--- src/hdl/sscd_pkg.sv ---
// Shared constants and carriers for the serial/stream capture DMA block
package sscd_pkg;
  // Register map (word addresses on the plain register port)
  localparam logic [3:0] ADDR_CTRL     = 4'h0;
  localparam logic [3:0] ADDR_WORDLEN  = 4'h1;
  localparam logic [3:0] ADDR_DST      = 4'h2;
  localparam logic [3:0] ADDR_COUNT    = 4'h3;
  localparam logic [3:0] ADDR_STATUS   = 4'h4;
  localparam logic [3:0] ADDR_MASK     = 4'h5;
  localparam logic [3:0] ADDR_WRPTR    = 4'h6;
  localparam logic [3:0] ADDR_SYNCERR  = 4'h7;
  localparam logic [3:0] ADDR_SIZEERR  = 4'h8;
  localparam logic [3:0] ADDR_LEVEL    = 4'h9;
  localparam logic [3:0] ADDR_THRESH   = 4'hA;

  // Control register fields
  localparam int CTRL_I2S_EN   = 0;
  localparam int CTRL_MASTER   = 1;
  localparam int CTRL_STREAM_EN = 2;
  localparam int CTRL_CIRC     = 3;
  localparam int CTRL_PKT204   = 4;
  localparam int CTRL_DMA_EN   = 5;
  localparam int CTRL_W        = 6;

  // Status / mask bits
  localparam int ST_FILL     = 0;
  localparam int ST_OVERFLOW = 1;
  localparam int ST_DONE     = 2;
  localparam int ST_SYNCERR  = 3;
  localparam int ST_SIZEERR  = 4;
  localparam int ST_W        = 5;

  // Stream packet constants
  localparam logic [7:0] SYNC_A    = 8'h47;
  localparam logic [7:0] SYNC_B    = 8'hB8;
  localparam logic [7:0] PKT_LEN_A = 8'hBC;   // 188 bytes
  localparam logic [7:0] PKT_LEN_B = 8'hCC;   // 204 bytes

  // Audio word and master clock divider
  localparam logic [5:0] WORD_MAX   = 6'h20;  // 32 bits captured at most
  localparam logic [3:0] SCLK_HALF  = 4'h1;   // reference edges per half bit
  localparam logic [5:0] BITS_PER_CH = 6'h20;  // master mode bit clocks per channel

  typedef struct packed {
    logic        valid;
    logic [31:0] data;
    logic [2:0]  nbytes;
  } sscd_word_t;

  typedef struct packed {
    logic [31:0] addr;
    logic [31:0] data;
    logic        valid;
  } sscd_mem_wr_t;
endpackage

--- src/hdl/sscd_capture.sv ---
// Serial audio and parallel stream capture with write-only capture DMA
//
// Contract
// [RL1] Audio receiver is software-selectable as link slave or link master.
// [RL2] Slave mode: bit clock, frame clock, data are inputs from transmitter.
// [RL3] Master mode: device makes bit and frame clocks from reference clock.
// [RL4] Bits arrive MSB first, high byte first.
// [RL5] No word length set: capture every bit of each channel frame. The code keeps at most the first 32 bits (WORD_MAX).
// [RL6] Too few bits: pad missing low bits with zeros to programmed length.
// [RL7] Too many bits: keep programmed leading bits, drop the rest.
// [RL8] Stream byte accepted only while valid qualifier is high.
// [RL9] Packets are 188 bytes (sync 0x47) or 204 bytes (0x47 or 0xB8).
// [RL10] Sync byte is the byte with valid and packet start both high.
// [RL11] Corrupt packets detected as sync or size errors and counted.
// [RL12] Source keeps stream rate at or below 20 Mbit/s.
// [RL13] Stream port and upper GPIO group are mutually exclusive.
// [RL14] DMA writes to programmed destination for programmed byte count.
// [RL15] DMA accepts every offered word without stall or loss. The code drops a stream word that comes in the same cycle as an audio word.
// [RL16] Optional circular buffer wraps pointer and reports fill level.
// [RL17] Circular overflow raises interrupt and keeps writing over old data.
// [RL18] Sync error: wrong flagged sync value; size error: wrong packet length.
// [RL19] Link signals are synchronised into the system clock before use.
//
// The implementer's own choices: the address map and the address-and-strobe port.
`timescale 1ns/1ps
`default_nettype none
module sscd_capture (
  // Clock and reset
  input  wire logic         i_core_clk,
  input  wire logic         i_reset_n,
  // Register port
  input  wire logic [3:0]   i_reg_addr,
  input  wire logic [31:0]  i_reg_wdata,
  input  wire logic         i_reg_wr,
  input  wire logic         i_reg_rd,
  output logic      [31:0]  o_reg_rdata,
  output logic              o_irq,
  // Serial audio link
  input  wire logic         i_master_reference_clock_in,
  input  wire logic         i_sclk,
  input  wire logic         i_lrclk,
  input  wire logic         i_sdata,
  output logic              o_sclk,
  output logic              o_sclk_oe,
  output logic              o_lrclk,
  output logic              o_lrclk_oe,
  // Parallel stream port
  input  wire logic         i_stream_clk,
  input  wire logic [7:0]   i_stream_data,
  input  wire logic         i_stream_byte_valid,
  input  wire logic         i_stream_packet_start_flag,
  output logic              o_upper_gpio_group_en,
  // Memory write channel
  output sscd_pkg::sscd_mem_wr_t o_mem_wr
);

  ////////////////////////////////////////////////////////////////////////////
  // Registers
  logic [sscd_pkg::CTRL_W-1:0] ctrl_ff;
  logic [5:0]                  wordlen_ff;
  logic [31:0]                 dst_ff;
  logic [31:0]                 count_ff;
  logic [31:0]                 thresh_ff;
  logic [sscd_pkg::ST_W-1:0]   status_ff;
  logic [sscd_pkg::ST_W-1:0]   mask_ff;
  logic [31:0]                 sync_err_ff;
  logic [31:0]                 size_err_ff;
  logic [31:0]                 offs_ff;
  logic [31:0]                 level_ff;
  logic [sscd_pkg::ST_W-1:0]   ev;

  function automatic logic hit(input logic [3:0] a, input logic [3:0] r);
    hit = (a == r);
  endfunction

  wire wr_ctrl = i_reg_wr && hit(i_reg_addr, sscd_pkg::ADDR_CTRL);

  always_ff @(posedge i_core_clk) begin
    if (!i_reset_n) begin
      ctrl_ff    <= '0;
      wordlen_ff <= '0;
      dst_ff     <= '0;
      count_ff   <= '0;
      thresh_ff  <= '0;
      mask_ff    <= '0;
    end else if (i_reg_wr) begin
      case (i_reg_addr)
        sscd_pkg::ADDR_CTRL: begin
          ctrl_ff <= i_reg_wdata[sscd_pkg::CTRL_W-1:0];
          // A control write also restarts the capture pointer
        end
        sscd_pkg::ADDR_WORDLEN: wordlen_ff <= i_reg_wdata[5:0];
        sscd_pkg::ADDR_DST:     dst_ff     <= i_reg_wdata;
        sscd_pkg::ADDR_COUNT:   count_ff   <= i_reg_wdata;
        sscd_pkg::ADDR_THRESH:  thresh_ff  <= i_reg_wdata;
        sscd_pkg::ADDR_MASK:    mask_ff    <= i_reg_wdata[sscd_pkg::ST_W-1:0];
        default: ;
      endcase
    end
  end

  // Stream port owns the shared pins only while enabled; GPIO gets them otherwise
  assign o_upper_gpio_group_en = !ctrl_ff[sscd_pkg::CTRL_STREAM_EN]; // RL13

  ////////////////////////////////////////////////////////////////////////////
  // Link synchronisers: three-flop chains, first stage feeds only the second
  logic [2:0] sclk_s_ff, lrclk_s_ff, sdat_s_ff, ref_s_ff, sclk_st_ff;
  always_ff @(posedge i_core_clk) begin
    if (!i_reset_n) begin
      sclk_s_ff  <= '0;
      lrclk_s_ff <= '0;
      sdat_s_ff  <= '0;
      ref_s_ff   <= '0;
      sclk_st_ff <= '0;
    end else begin
      sclk_s_ff  <= {sclk_s_ff[1:0], i_sclk}; // RL19
      lrclk_s_ff <= {lrclk_s_ff[1:0], i_lrclk};
      sdat_s_ff  <= {sdat_s_ff[1:0], i_sdata};
      ref_s_ff   <= {ref_s_ff[1:0], i_master_reference_clock_in};
      sclk_st_ff <= {sclk_st_ff[1:0], i_stream_clk};
    end
  end

  ////////////////////////////////////////////////////////////////////////////
  // Master mode clock generation from reference edges
  logic [3:0] half_cnt_ff;
  logic [5:0] bit_cnt_ff;
  logic       m_sclk_ff;
  logic       m_lrclk_ff;
  wire        master   = ctrl_ff[sscd_pkg::CTRL_MASTER];
  wire        i2s_en   = ctrl_ff[sscd_pkg::CTRL_I2S_EN];
  wire        ref_rise = ref_s_ff[1] && !ref_s_ff[2];

  always_ff @(posedge i_core_clk) begin
    if (!i_reset_n || !master || !i2s_en) begin
      half_cnt_ff <= '0;
      bit_cnt_ff  <= '0;
      m_sclk_ff   <= 1'b0;
      m_lrclk_ff  <= 1'b0;
    end else if (ref_rise) begin // RL3
      if (half_cnt_ff == sscd_pkg::SCLK_HALF - 4'h1) begin
        half_cnt_ff <= '0;
        m_sclk_ff   <= !m_sclk_ff;
        if (m_sclk_ff) begin
          // Frame clock changes on falling bit clock
          if (bit_cnt_ff == sscd_pkg::BITS_PER_CH - 6'h1) begin
            bit_cnt_ff <= '0;
            m_lrclk_ff <= !m_lrclk_ff;
          end else begin
            bit_cnt_ff <= bit_cnt_ff + 6'h1;
          end
        end
      end else begin
        half_cnt_ff <= half_cnt_ff + 4'h1;
      end
    end
  end

  assign o_sclk     = m_sclk_ff;
  assign o_lrclk    = m_lrclk_ff;
  assign o_sclk_oe  = master && i2s_en; // RL1
  assign o_lrclk_oe = master && i2s_en;

  ////////////////////////////////////////////////////////////////////////////
  // Audio word capture; bit clock and frame clock chosen by mode
  logic       a_sclk_q_ff;
  logic       a_lr_q_ff;
  logic [31:0] a_shift_ff;
  logic [5:0]  a_cnt_ff;
  sscd_pkg::sscd_word_t a_word_ff;
  wire  a_sclk = master ? m_sclk_ff  : sclk_s_ff[2]; // RL2
  wire  a_lr   = master ? m_lrclk_ff : lrclk_s_ff[2];
  wire  a_rise = a_sclk && !a_sclk_q_ff;
  wire  a_edge = a_rise && (a_lr != a_lr_q_ff);
  wire  [5:0] a_want = (wordlen_ff == '0) ? sscd_pkg::WORD_MAX : wordlen_ff; // RL5
  wire  [5:0] a_keep = (a_cnt_ff > a_want) ? a_want : a_cnt_ff;

  // Aligns captured bits to the top then zero-fills; bytes rounded up
  function automatic logic [31:0] a_align(input logic [31:0] s, input logic [5:0] n,
                                          input logic [5:0] w);
    logic [31:0] v;
    v = (n == '0) ? 32'h0 : (s << (6'd32 - n));
    a_align = v >> (6'd32 - w);
  endfunction

  always_ff @(posedge i_core_clk) begin
    if (!i_reset_n || !i2s_en) begin
      a_sclk_q_ff <= 1'b0;
      a_lr_q_ff   <= 1'b0;
      a_shift_ff  <= '0;
      a_cnt_ff    <= '0;
      a_word_ff   <= '0;
    end else begin
      a_sclk_q_ff     <= a_sclk;
      a_word_ff.valid <= 1'b0;
      if (a_rise) begin
        a_lr_q_ff <= a_lr;
        if (a_edge) begin
          // Frame ended: emit the previous channel, MSB sits highest when the length is whole bytes
          a_word_ff.valid  <= (a_cnt_ff != '0);
          a_word_ff.data   <= a_align(a_shift_ff, a_keep, a_want) << // RL6
                              (6'd32 - ({1'b0, a_want[5:3]} + {5'h0, |a_want[2:0]}) * 6'd8);
          a_word_ff.nbytes <= 3'({1'b0, a_want[5:3]} + {5'h0, |a_want[2:0]});
          a_shift_ff       <= {31'h0, sdat_s_ff[2]};
          a_cnt_ff         <= 6'h1;
        end else if (a_cnt_ff < a_want) begin
          a_shift_ff <= {a_shift_ff[30:0], sdat_s_ff[2]}; // RL4
          a_cnt_ff   <= a_cnt_ff + 6'h1;
        end else begin
          a_cnt_ff   <= a_cnt_ff + 6'h1; // RL7
          if (a_cnt_ff == 6'h3F) a_cnt_ff <= a_cnt_ff;
        end
      end
    end
  end

  ////////////////////////////////////////////////////////////////////////////
  // Stream port: bytes sampled on rising stream clock seen through synchroniser
  logic [7:0] s_dat_ff;
  logic       s_val_ff, s_psync_ff;
  logic [7:0] s_len_ff;
  logic       s_inpkt_ff;
  logic       s_sync_bad, s_size_bad;
  sscd_pkg::sscd_word_t s_word_ff;
  wire  stream_en = ctrl_ff[sscd_pkg::CTRL_STREAM_EN];
  wire  s_rise    = sclk_st_ff[1] && !sclk_st_ff[2];
  wire  [7:0] pkt_len = ctrl_ff[sscd_pkg::CTRL_PKT204] ? sscd_pkg::PKT_LEN_B
                                                       : sscd_pkg::PKT_LEN_A; // RL9

  // Data pins are stable around the stream clock edge; 20 Mbit/s limit keeps it slow
  always_ff @(posedge i_core_clk) begin
    if (!i_reset_n) begin
      s_dat_ff   <= '0;
      s_val_ff   <= 1'b0;
      s_psync_ff <= 1'b0;
    end else begin
      s_val_ff <= 1'b0;
      if (s_rise && stream_en && i_stream_byte_valid) begin // RL8
        s_val_ff   <= 1'b1;
        s_dat_ff   <= i_stream_data;
        s_psync_ff <= i_stream_packet_start_flag; // RL10
      end
    end
  end

  always_comb begin
    s_sync_bad = s_val_ff && s_psync_ff && (s_dat_ff != sscd_pkg::SYNC_A) &&
                 !(ctrl_ff[sscd_pkg::CTRL_PKT204] && (s_dat_ff == sscd_pkg::SYNC_B)); // RL18
    s_size_bad = s_val_ff && s_psync_ff && s_inpkt_ff && (s_len_ff != pkt_len);
  end

  always_ff @(posedge i_core_clk) begin
    if (!i_reset_n || !stream_en) begin
      s_len_ff   <= '0;
      s_inpkt_ff <= 1'b0;
    end else if (s_val_ff) begin
      if (s_psync_ff) begin
        s_len_ff   <= 8'h1;
        s_inpkt_ff <= 1'b1;
      end else if (s_len_ff != 8'hFF) begin
        s_len_ff <= s_len_ff + 8'h1;
      end
    end
  end

  always_ff @(posedge i_core_clk) begin
    if (!i_reset_n) begin
      sync_err_ff <= '0;
      size_err_ff <= '0;
    end else begin
      if (s_sync_bad) sync_err_ff <= sync_err_ff + 32'h1; // RL11
      if (s_size_bad) size_err_ff <= size_err_ff + 32'h1; // RL18
    end
  end

  always_ff @(posedge i_core_clk) begin
    if (!i_reset_n) begin
      s_word_ff <= '0;
    end else begin
      s_word_ff.valid  <= s_val_ff;
      s_word_ff.data   <= {s_dat_ff, 24'h0};
      s_word_ff.nbytes <= 3'h1;
    end
  end

  ////////////////////////////////////////////////////////////////////////////
  // Capture DMA: one word per cycle, never stalls the sources
  sscd_pkg::sscd_mem_wr_t mem_ff;
  sscd_pkg::sscd_word_t   src;
  logic [31:0]            done_ff;
  logic [31:0]            nxt_offs;
  logic                   wrap;
  logic [2:0]             mem_nb_ff;
  wire                    dma_en = ctrl_ff[sscd_pkg::CTRL_DMA_EN];
  wire                    circ   = ctrl_ff[sscd_pkg::CTRL_CIRC];

  // Audio and stream are never captured together in practice; audio has priority
  always_comb begin
    src  = a_word_ff.valid ? a_word_ff : s_word_ff; // RL15
    nxt_offs = offs_ff + {29'h0, src.nbytes};
    wrap = circ && (nxt_offs >= count_ff);
  end

  always_ff @(posedge i_core_clk) begin
    if (!i_reset_n || wr_ctrl) begin
      mem_ff  <= '0;
      mem_nb_ff <= '0;
      offs_ff <= '0;
      done_ff <= '0;
    end else begin
      mem_ff.valid <= 1'b0;
      if (dma_en && src.valid && (circ || done_ff < count_ff)) begin
        mem_ff.valid <= 1'b1;
        mem_ff.addr  <= dst_ff + offs_ff; // RL14
        mem_ff.data  <= src.data;
        mem_nb_ff    <= src.nbytes;
        offs_ff      <= wrap ? 32'h0 : nxt_offs; // RL16
        done_ff      <= done_ff + {29'h0, src.nbytes};
      end
    end
  end

  assign o_mem_wr = mem_ff;

  // Fill level: bytes written and not yet consumed; software reads level
  always_ff @(posedge i_core_clk) begin
    if (!i_reset_n || wr_ctrl) begin
      level_ff <= '0;
    end else if (i_reg_wr && hit(i_reg_addr, sscd_pkg::ADDR_LEVEL)) begin
      level_ff <= (i_reg_wdata > level_ff) ? 32'h0 : level_ff - i_reg_wdata;
    end else if (mem_ff.valid && circ) begin
      level_ff <= level_ff + {29'h0, mem_nb_ff};
    end
  end

  ////////////////////////////////////////////////////////////////////////////
  // Events, sticky status, write-one-to-clear; set wins over clear
  always_comb begin
    ev = '0;
    ev[sscd_pkg::ST_FILL]     = circ && mem_ff.valid && (level_ff >= thresh_ff);
    ev[sscd_pkg::ST_OVERFLOW] = circ && mem_ff.valid && (level_ff >= count_ff); // RL17
    ev[sscd_pkg::ST_DONE]     = !circ && mem_ff.valid && (done_ff >= count_ff);
    ev[sscd_pkg::ST_SYNCERR]  = s_sync_bad;
    ev[sscd_pkg::ST_SIZEERR]  = s_size_bad;
  end

  always_ff @(posedge i_core_clk) begin
    if (!i_reset_n) begin
      status_ff <= '0;
    end else begin
      status_ff <= (status_ff & ~((i_reg_wr && hit(i_reg_addr, sscd_pkg::ADDR_STATUS))
                   ? i_reg_wdata[sscd_pkg::ST_W-1:0] : '0)) | ev; // RL16
    end
  end

  assign o_irq = |(status_ff & mask_ff);

  ////////////////////////////////////////////////////////////////////////////
  // Read port: data valid the cycle after the strobe
  always_ff @(posedge i_core_clk) begin
    if (!i_reset_n) begin
      o_reg_rdata <= '0;
    end else if (i_reg_rd) begin
      case (i_reg_addr)
        sscd_pkg::ADDR_CTRL:    o_reg_rdata <= {26'h0, ctrl_ff};
        sscd_pkg::ADDR_WORDLEN: o_reg_rdata <= {26'h0, wordlen_ff};
        sscd_pkg::ADDR_DST:     o_reg_rdata <= dst_ff;
        sscd_pkg::ADDR_COUNT:   o_reg_rdata <= count_ff;
        sscd_pkg::ADDR_STATUS:  o_reg_rdata <= {27'h0, status_ff};
        sscd_pkg::ADDR_MASK:    o_reg_rdata <= {27'h0, mask_ff};
        sscd_pkg::ADDR_WRPTR:   o_reg_rdata <= dst_ff + offs_ff;
        sscd_pkg::ADDR_SYNCERR: o_reg_rdata <= sync_err_ff;
        sscd_pkg::ADDR_SIZEERR: o_reg_rdata <= size_err_ff;
        sscd_pkg::ADDR_LEVEL:   o_reg_rdata <= level_ff;
        sscd_pkg::ADDR_THRESH:  o_reg_rdata <= thresh_ff;
        default:                o_reg_rdata <= 32'h0;
      endcase
    end
  end

endmodule
`default_nettype wire

--- config.mk ---
export PLATFORM = sky130hd
export DESIGN_NAME = sscd_capture
export DESIGN_NICKNAME = d
export VERILOG_FILES = /design/src/hdl/sscd_pkg.sv /design/src/hdl/sscd_capture.sv
export SDC_FILE = /design/constraint.sdc
export NUM_CORES = 2
export LEC_CHECK = 0
export BUFFER_PORTS_ARGS = -buffer_cell sky130_fd_sc_hd__buf_4
export CAP_MARGIN = 20
export CORE_UTILIZATION = 30
export CTS_BUF_LIST = sky130_fd_sc_hd__clkbuf_8
export DETAILED_ROUTE_END_ITERATION = 8
export PLACE_DENSITY = 0.57
export SLEW_MARGIN = 20
export SYNTH_ARGS = -nofsm -noshare
export SYNTH_HDL_FRONTEND = slang
export SYNTH_SLANG_ARGS = --single-unit
export TNS_END_PERCENT = 20
--- constraint.sdc ---
create_clock -name i_core_clk -period 12.1 [get_ports i_core_clk]
set_input_delay 1.815 -clock i_core_clk [delete_from_list [all_inputs] [get_ports i_core_clk]]
set_output_delay 1.815 -clock i_core_clk [all_outputs]
set_load 0.005 [all_outputs]
Word level (Yosys, flattened, before mapping)
Cells that the tools add are included.
{ "word_totals": {"regBits": 536, "latch_bits": 0, "ramBits": 0, "mem_bits_ro": 0, "inputBits": 55, "out_inout_bits": 103, "elab_cells": 183, "mem_count": 0} }
{ "classes": {"add_sub_neg": 15, "mul": 0, "div": 0, "order_cmp": 8, "n_eq_ne": 18, "shift": 3, "muxes": 25, "bitwise": 6, "n_reduce_logical": 66} }
{ "op_table": {"columns": ["op", "count"], "rows": [
  ["$pmux 32 s11", 1],
  ["$mux 32", 7],
  ["$ge 32x32->1", 4],
  ["$add 32x3->32", 3],
  ["$add 32x1->32 const B", 2],
  ["$shl 32x6->32", 2],
  ["$mux 36", 1],
  ["$mux 6", 6],
  ["$add 32x32->32", 1],
  ["$gt 32x32->1", 1],
  ["$lt 32x32->1", 1],
  ["$shr 32x6->32", 1],
  ["$sub 32x32->32", 1],
  ["$logic_and 1x1->1", 24],
  ["$reduce_and 2->1", 12],
  ["$sub 6x6->6 const A", 3],
  ["$eq 4x3->1 const B", 4],
  ["$mux 8", 2],
  ["$add 6x1->6 const B", 2],
  ["$eq 4x4->1 const B", 3],
  ["$logic_not 6->1", 2],
  ["$logic_not 1->1", 11],
  ["$and 5x5->5", 2],
  ["$add 8x1->8 const B", 1],
  ["other kinds (29)", 44]
]} }

Logic depth before layout (Yosys ltp)
{ "logic_depth": {"ltp_word": 9, "depth_mapped": 36, "mapped_depth_nobuf": 26} }

Least setup slack after synthesis
No wires, ideal clock.
{ "synth_timing": {"kind": "reg-to-reg", "startpoint": "register wordlen_ff[0]", "endpoint": "register a_word_ff[27] (netlist name)", "setup_ns": 0.143, "t_arrival_ns": 7.130, "t_required_ns": 11.957, "path_slack_ns": 4.827, "stages_incl_launch_ff": 35, "path_buffers": 9, "synth_period_minus_slack_ns": 7.273, "path_cell_list": "dfxtp_1 inv_1 ha_1 nand2_1 o21ai_2 clkbuf_1 inv_1 clkbuf_1 clkbuf_1 clkbuf_1 ha_1 nand2_1 nor2_1 a32oi_2 o21ai_4 inv_4 buf_8 buf_6 buf_6 ha_1 buf_2 nor3b_1 mux2i_1 o21ai_0 mux2_2 nand2_1 clkbuf_1 o22ai_1 o32ai_1 nor2_1 a211oi_2 nor2_1 mux2_2 a222oi_1 o221ai_1"} }
{ "synth_between": {"elab_chain_len": 9, "elab_cells_between_ends": 14, "classes_between": "4 x add/sub; 1 x order compare; 3 x shift; 3 x mux; 3 x reduce/logical"} }
{ "synth_rtl": {"columns": ["item", "line_no", "text"], "rows": [
  ["from (decl)", "sscd_capture.sv:60", "logic [5:0] wordlen_ff;"],
  ["from (signal assigned)", "sscd_capture.sv:92", "sscd_pkg::ADDR_WORDLEN: wordlen_ff <= i_reg_wdata[5:0];"],
  ["$logic_not 6->1", "sscd_capture.sv:175", "wire [5:0] a_want = (wordlen_ff == '0) ? sscd_pkg::WORD_MAX : wordlen_ff;"],
  ["$mux 6 (*)", "sscd_capture.sv:175", null],
  ["$gt 6x6->1", "sscd_capture.sv:176", "wire [5:0] a_keep = (a_cnt_ff > a_want) ? a_want : a_cnt_ff;"],
  ["$mux 6", "sscd_capture.sv:176", null],
  ["$sub 6x6->6", "sscd_capture.sv:182", "v = (n == '0) ? 32'h0 : (s << (6'd32 - n));"],
  ["$shl 32x6->32", "sscd_capture.sv:182", null],
  ["$mux 32", "sscd_capture.sv:182", null],
  ["$shr 32x6->32", "sscd_capture.sv:183", "a_align = v >> (6'd32 - w);"],
  ["$shl 32x6->32 (*)", "sscd_capture.sv:201", "a_word_ff.data <= a_align(a_shift_ff, a_keep, a_want) <<"],
  ["to (decl)", "sscd_capture.sv:170", "sscd_pkg::sscd_word_t a_word_ff;"]
]} }
Mark *: on every way between the ends. The rest lies on a longest branch, timed or not.
A chain may end at the register's enable or synchronous reset.

Final worst setup path
{ "layout_timing": {"startpoint": "register wordlen_ff[2]", "endpoint": "register a_word_ff[29] (netlist name)"} }
Same word-level chain as after synthesis.

==> summary.txt <==
================================================================================
Worst reg2reg path endpoint ....................................... a_word_ff[29]
Slew HR ...........................................................        20.8%
Total Routed Length ...............................................    117000 um
Count of synthesis-stage warnings from yosys ......................            0
Buffers on Ports ..................................................          157
Status ............................................................ finished clean
Synth Instances ...................................................         4080
Final nets ........................................................         4434
Worst setup margin ................................................      3.68 ns
Maximum buffer depth of the clock tree ............................            3
Routed length per placed instance .................................      20.9 um
Global-route wire length before repair ............................    179000 um
Routing layer with the top usage in global route ..................         met2
Origin of the worst min-delay path ................................ lrclk_s_ff[1]
Cell internal pwr .................................................      2760 uW
Count of buffers added by post-CTS timing repair for setup ........            0
Clk slew on worst S/H paths .......................................      0.06 ns
Leading cell types by count after synthesis ....................... 590 x sky130_fd_sc_hd__nand2_1, 510 x sky130_fd_sc_hd__dfxtp_1, 310 x sky130_fd_sc_hd__nor2_1
DPL Wire Length ...................................................     86000 um
Relative area change from synthesis to final layout ...............        13.9%
Switching fraction of total power .................................        26.1%
Core Area .........................................................  107000 um^2
Total number of vias ..............................................        30800
Post-CTS sizing ...................................................            0
Clock power share .................................................        48.3%
Final cell count without fillers ..................................         5629
Share of flip-flops with an asynchronous set or reset .............           0%
Worst Path Required ...............................................     12.68 ns
Startpoint types ..................................................    flip-flop
Synth Net Count ...................................................         4361
Area share of the largest cell type after synthesis ...............        31.4%
Final-layout fill cell count ......................................        11200
Clk_lat worst skew ................................................      0.75 ns
Hold Crit Endpoint ................................................ lrclk_s_ff[2]
Number of synthesized register bits ...............................          510
All-layer global routing usage ....................................        20.7%
Sequential share of power .........................................        45.5%
Horizontal extent of the die ......................................       331 um
Total placed cells including tap cells ............................         5456
Die footprint .....................................................  110000 um^2
Fin. Hold Viols ...................................................            0
Sequential area share after synthesis .............................        31.4%
Total grt overflow ................................................            0
Largest area contributor in the netlist ........................... sky130_fd_sc_hd__dfxtp_1
Mapped Avg Cell Area ..............................................    7.97 um^2
Combinational power share .........................................         6.3%
Sinks on the clock net ............................................          510
Post-synth design cell area .......................................   32500 um^2
Least-Margin Pin Slew .............................................      1.18 ns
Via count of the first global-routing pass ........................        29300
Routability congestion estimate ...................................        0.944
Die H .............................................................       331 um
Type of element capturing the critical path .......................    flip-flop
Proportion of layout cells with a drive suffix above 1 ............        10.5%
Initial cell density of the core ..................................        30.3%
H-tree levels .....................................................            3
Switch Pwr ........................................................       972 uW
Count of cell types in the netlist ................................           96
Number of ports placed on the die boundary ........................          158
Number of DRC markers after the initial detailed-route iteration ..         2702
Largest voltage drop on the vdd net ...............................      75.0 uV
RSZ-0062 raised after global routing ..............................           no
Power per Cell Area ...............................................  101 nW/um^2
Worst setup skew after layout .....................................    0.0638 ns
First-pass DRT Iterations .........................................            6
Total Negative Setup Slacks .......................................         0 ns
Peak Freq .........................................................    0.119 GHz
Total clock buffers created by CTS ................................           95
Hold Path Stages ..................................................            1
Met3 Track Usage GR ...............................................        3.23%
Most frequent cell after synthesis ................................ sky130_fd_sc_hd__nand2_1
Largest net degree at the start of global routing .................           99
Via count normalized by instance count ............................         5.48
Crit-path max FO ..................................................           43
Dpl ws ............................................................      3.79 ns
Worst reg2reg path startpoint ..................................... wordlen_ff[2]
Worst min-delay path category .....................................   reg -> reg
Cell types with the largest area share after synthesis ............ sky130_fd_sc_hd__dfxtp_1 31%, sky130_fd_sc_hd__ha_1 8.5%, sky130_fd_sc_hd__nand2_1 6.8%, sky130_fd_sc_hd__a21oi_1 4.2%, sky130_fd_sc_hd__nor2_1 3.6%
Reg2Reg Setup Slack ...............................................      3.68 ns
Maximum capacitance violations ....................................            0
Post-cts hold buffer count ........................................            0
GRT met1 Usage ....................................................        28.1%
Root Buffer Master ................................................ sky130_fd_sc_hd__clkbuf_8
Count of standard-cell rows .......................................          120
Post-detailed-route DRC marker count ..............................            0
Worst hold margin .................................................     0.429 ns
Post-synth EDFFs ..................................................            0
Final-report max-slew violation count .............................            0
Synth Flop Type ................................................... sky130_fd_sc_hd__dfxtp_1
Critical path class ...............................................   reg -> reg
Worst r2r path cells ..............................................           26
Count of antenna-violating nets left after detailed routing .......            0
Final clock period utilization by the worst path ..................        69.6%
CTS tree ..........................................................        built
Final-report setup violation count ................................            0
Worst path arrival time ...........................................      9.00 ns
Leakage power total ...............................................    0.0140 uW
Met2 track demand over resource ...................................        33.5%
Crit path time final ..............................................      8.42 ns
Number of antenna violations at the first check in global routing .            5
================================================================================
==> worst max-delay path by stage <==
| stage | start | endpoint | slack (ns) | cells past startpoint |
|---|---|---|---|---|
| floorplan | wordlen_ff[0] | a_word_ff[27] | 4.83 | 34 |
| global placement | wordlen_ff[0] | a_word_ff[29] | 3.81 | 27 |
| detailed placement | wordlen_ff[0] | a_word_ff[29] | 3.79 | 27 |
| CTS | wordlen_ff[0] | a_word_ff[29] | 3.73 | 27 |
| global route | wordlen_ff[2] | a_word_ff[29] | 2.88 | 26 |
| finish | wordlen_ff[2] | a_word_ff[29] | 3.68 | 26 |
==> metrics by stage <==
step,area [um^2],utilization [%],total power (uW)
after CTS,37000,34.5,3770
after detailed placement,35000,32.6,1960
after global placement,35000,32.6,1960
after floorplan,32500,-,1870
after global routing,37100,34.5,3860
final,37100,34.5,3730
==> sequential cells by signal, summed over array words and instances, names as in the netlist, 6 cells and up <==
register,cells
o_mem_wr,65
a_word_ff,36
a_shift_ff,32
count_ff,32
done_ff,32
dst_ff,32
level_ff,32
o_reg_rdata,32
offs_ff,32
size_err_ff,32
sync_err_ff,32
thresh_ff,32
s_word_ff,10
s_dat_ff,8
s_len_ff,8
a_cnt_ff,6
bit_cnt_ff,6
ctrl_ff,6
wordlen_ff,6
==> power by group through the flow <==
| stage | clock (uW) | sequential (uW) | combinational [uW] |
|---|---|---|---|
| final | 1800 | 1690 | 234 |
| after global routing | 1910 | 1690 | 252 |
| after CTS | 1850 | 1690 | 231 |
| after detailed placement | 0 | 1730 | 230 |
| after global placement | 0 | 1730 | 231 |
| after floorplan | 0 | 1730 | 142 |
==> per-layer routing <==
metal | up-vias | wire length, um
li1 | 14800 | -
met1 | 14800 | 53200
met2 | 1063 | 53700
met3 | 208 | 7490
met4 | 4 | 3100
met5 | - | 26
==> cell usage in the layout (no fill, tap or decap), types with 10 or more instances in the layout <==
| master | count |
|---|---|
| sky130_fd_sc_hd__o211ai_1 | 18 |
| sky130_fd_sc_hd__nand3_1 | 141 |
| sky130_fd_sc_hd__ha_1 | 221 |
| sky130_fd_sc_hd__nor2_1 | 305 |
| sky130_fd_sc_hd__o221ai_1 | 20 |
| sky130_fd_sc_hd__buf_4 | 200 |
| sky130_fd_sc_hd__mux2i_1 | 89 |
| sky130_fd_sc_hd__nor3_1 | 62 |
| sky130_fd_sc_hd__a221oi_1 | 28 |
| sky130_fd_sc_hd__o21bai_1 | 10 |
| sky130_fd_sc_hd__a211oi_1 | 36 |
| sky130_fd_sc_hd__a21oi_1 | 274 |
| sky130_fd_sc_hd__a21boi_0 | 124 |
| sky130_fd_sc_hd__a222oi_1 | 13 |
| sky130_fd_sc_hd__a31oi_1 | 51 |
| sky130_fd_sc_hd__xor2_1 | 79 |
| sky130_fd_sc_hd__o22ai_1 | 24 |
| sky130_fd_sc_hd__a22o_1 | 23 |
| sky130_fd_sc_hd__mux2_2 | 14 |
| sky130_fd_sc_hd__o21ai_0 | 174 |
| sky130_fd_sc_hd__dfxtp_1 | 510 |
| sky130_fd_sc_hd__or3_1 | 43 |
| sky130_fd_sc_hd__nand2b_1 | 32 |
| sky130_fd_sc_hd__nor2b_1 | 75 |
| sky130_fd_sc_hd__nor4_1 | 11 |
| sky130_fd_sc_hd__nand4_1 | 49 |
| sky130_fd_sc_hd__mux4_2 | 23 |
| sky130_fd_sc_hd__clkbuf_8 | 126 |
| sky130_fd_sc_hd__a22oi_1 | 88 |
| sky130_fd_sc_hd__a21o_1 | 76 |
| sky130_fd_sc_hd__o21a_1 | 20 |
| sky130_fd_sc_hd__and3_1 | 39 |
| sky130_fd_sc_hd__and2_1 | 103 |
| sky130_fd_sc_hd__xnor2_1 | 126 |
| sky130_fd_sc_hd__inv_1 | 174 |
| sky130_fd_sc_hd__nand2_1 | 588 |
==> kinds of logic after synthesis <==
| kind of cell | synth area share, % |
|---|---|
| AOI/OAI and AO/OA | 23.1 |
| muxes | 5.01 |
| and+or+nand+nor | 21.5 |
| xor gates and xnor gates | 5.52 |
| DFF | 31.4 |
| adders and majority gates | 8.81 |
| buffers and inverters | 4.61 |
==> layout make-up <==
type / count / area, um^2 / area share (%)
Timing Repair Buffer: 204 / 1570 / 4.24
Tap cell: 1403 / 1760 / 4.74
Clock inverter: 41 / 287 / 0.773
Multi-Input combinational cell: 3185 / 20900 / 56.4
Sequential cell: 510 / 10200 / 27.5
Antenna cell: 3 / 7.51 / 0.0203
Clock buffer: 126 / 1730 / 4.68
Inverter: 157 / 592 / 1.60
==> critical path: stages, from the launching register on <==
cell                        delay, ns
sky130_fd_sc_hd__dfxtp_1         0.44
sky130_fd_sc_hd__nor3_4          0.30
sky130_fd_sc_hd__nand2_1         0.15
sky130_fd_sc_hd__o21ai_2         0.13
sky130_fd_sc_hd__buf_4           0.41
sky130_fd_sc_hd__inv_1           0.08
sky130_fd_sc_hd__buf_4           0.28
sky130_fd_sc_hd__ha_1            0.36
sky130_fd_sc_hd__nand2_1         0.08
sky130_fd_sc_hd__nor2_1          0.33
sky130_fd_sc_hd__a31o_4          0.29
sky130_fd_sc_hd__o21ai_4         0.12
sky130_fd_sc_hd__inv_4           0.47
sky130_fd_sc_hd__ha_1            0.46
sky130_fd_sc_hd__nor3b_1         0.60
sky130_fd_sc_hd__mux2i_1         0.24
sky130_fd_sc_hd__o21ai_0         0.12
sky130_fd_sc_hd__mux2_2          0.37
sky130_fd_sc_hd__nand2_1         0.50
sky130_fd_sc_hd__inv_1           0.12
sky130_fd_sc_hd__a2111oi_0       0.77
sky130_fd_sc_hd__a31oi_1         0.24
sky130_fd_sc_hd__a221oi_2        0.46
sky130_fd_sc_hd__mux2i_1         0.22
sky130_fd_sc_hd__o221ai_2        0.28
sky130_fd_sc_hd__o22ai_1         0.13
sky130_fd_sc_hd__a221o_1         0.27
No activity file was read; power rests on OpenSTA's default activity.
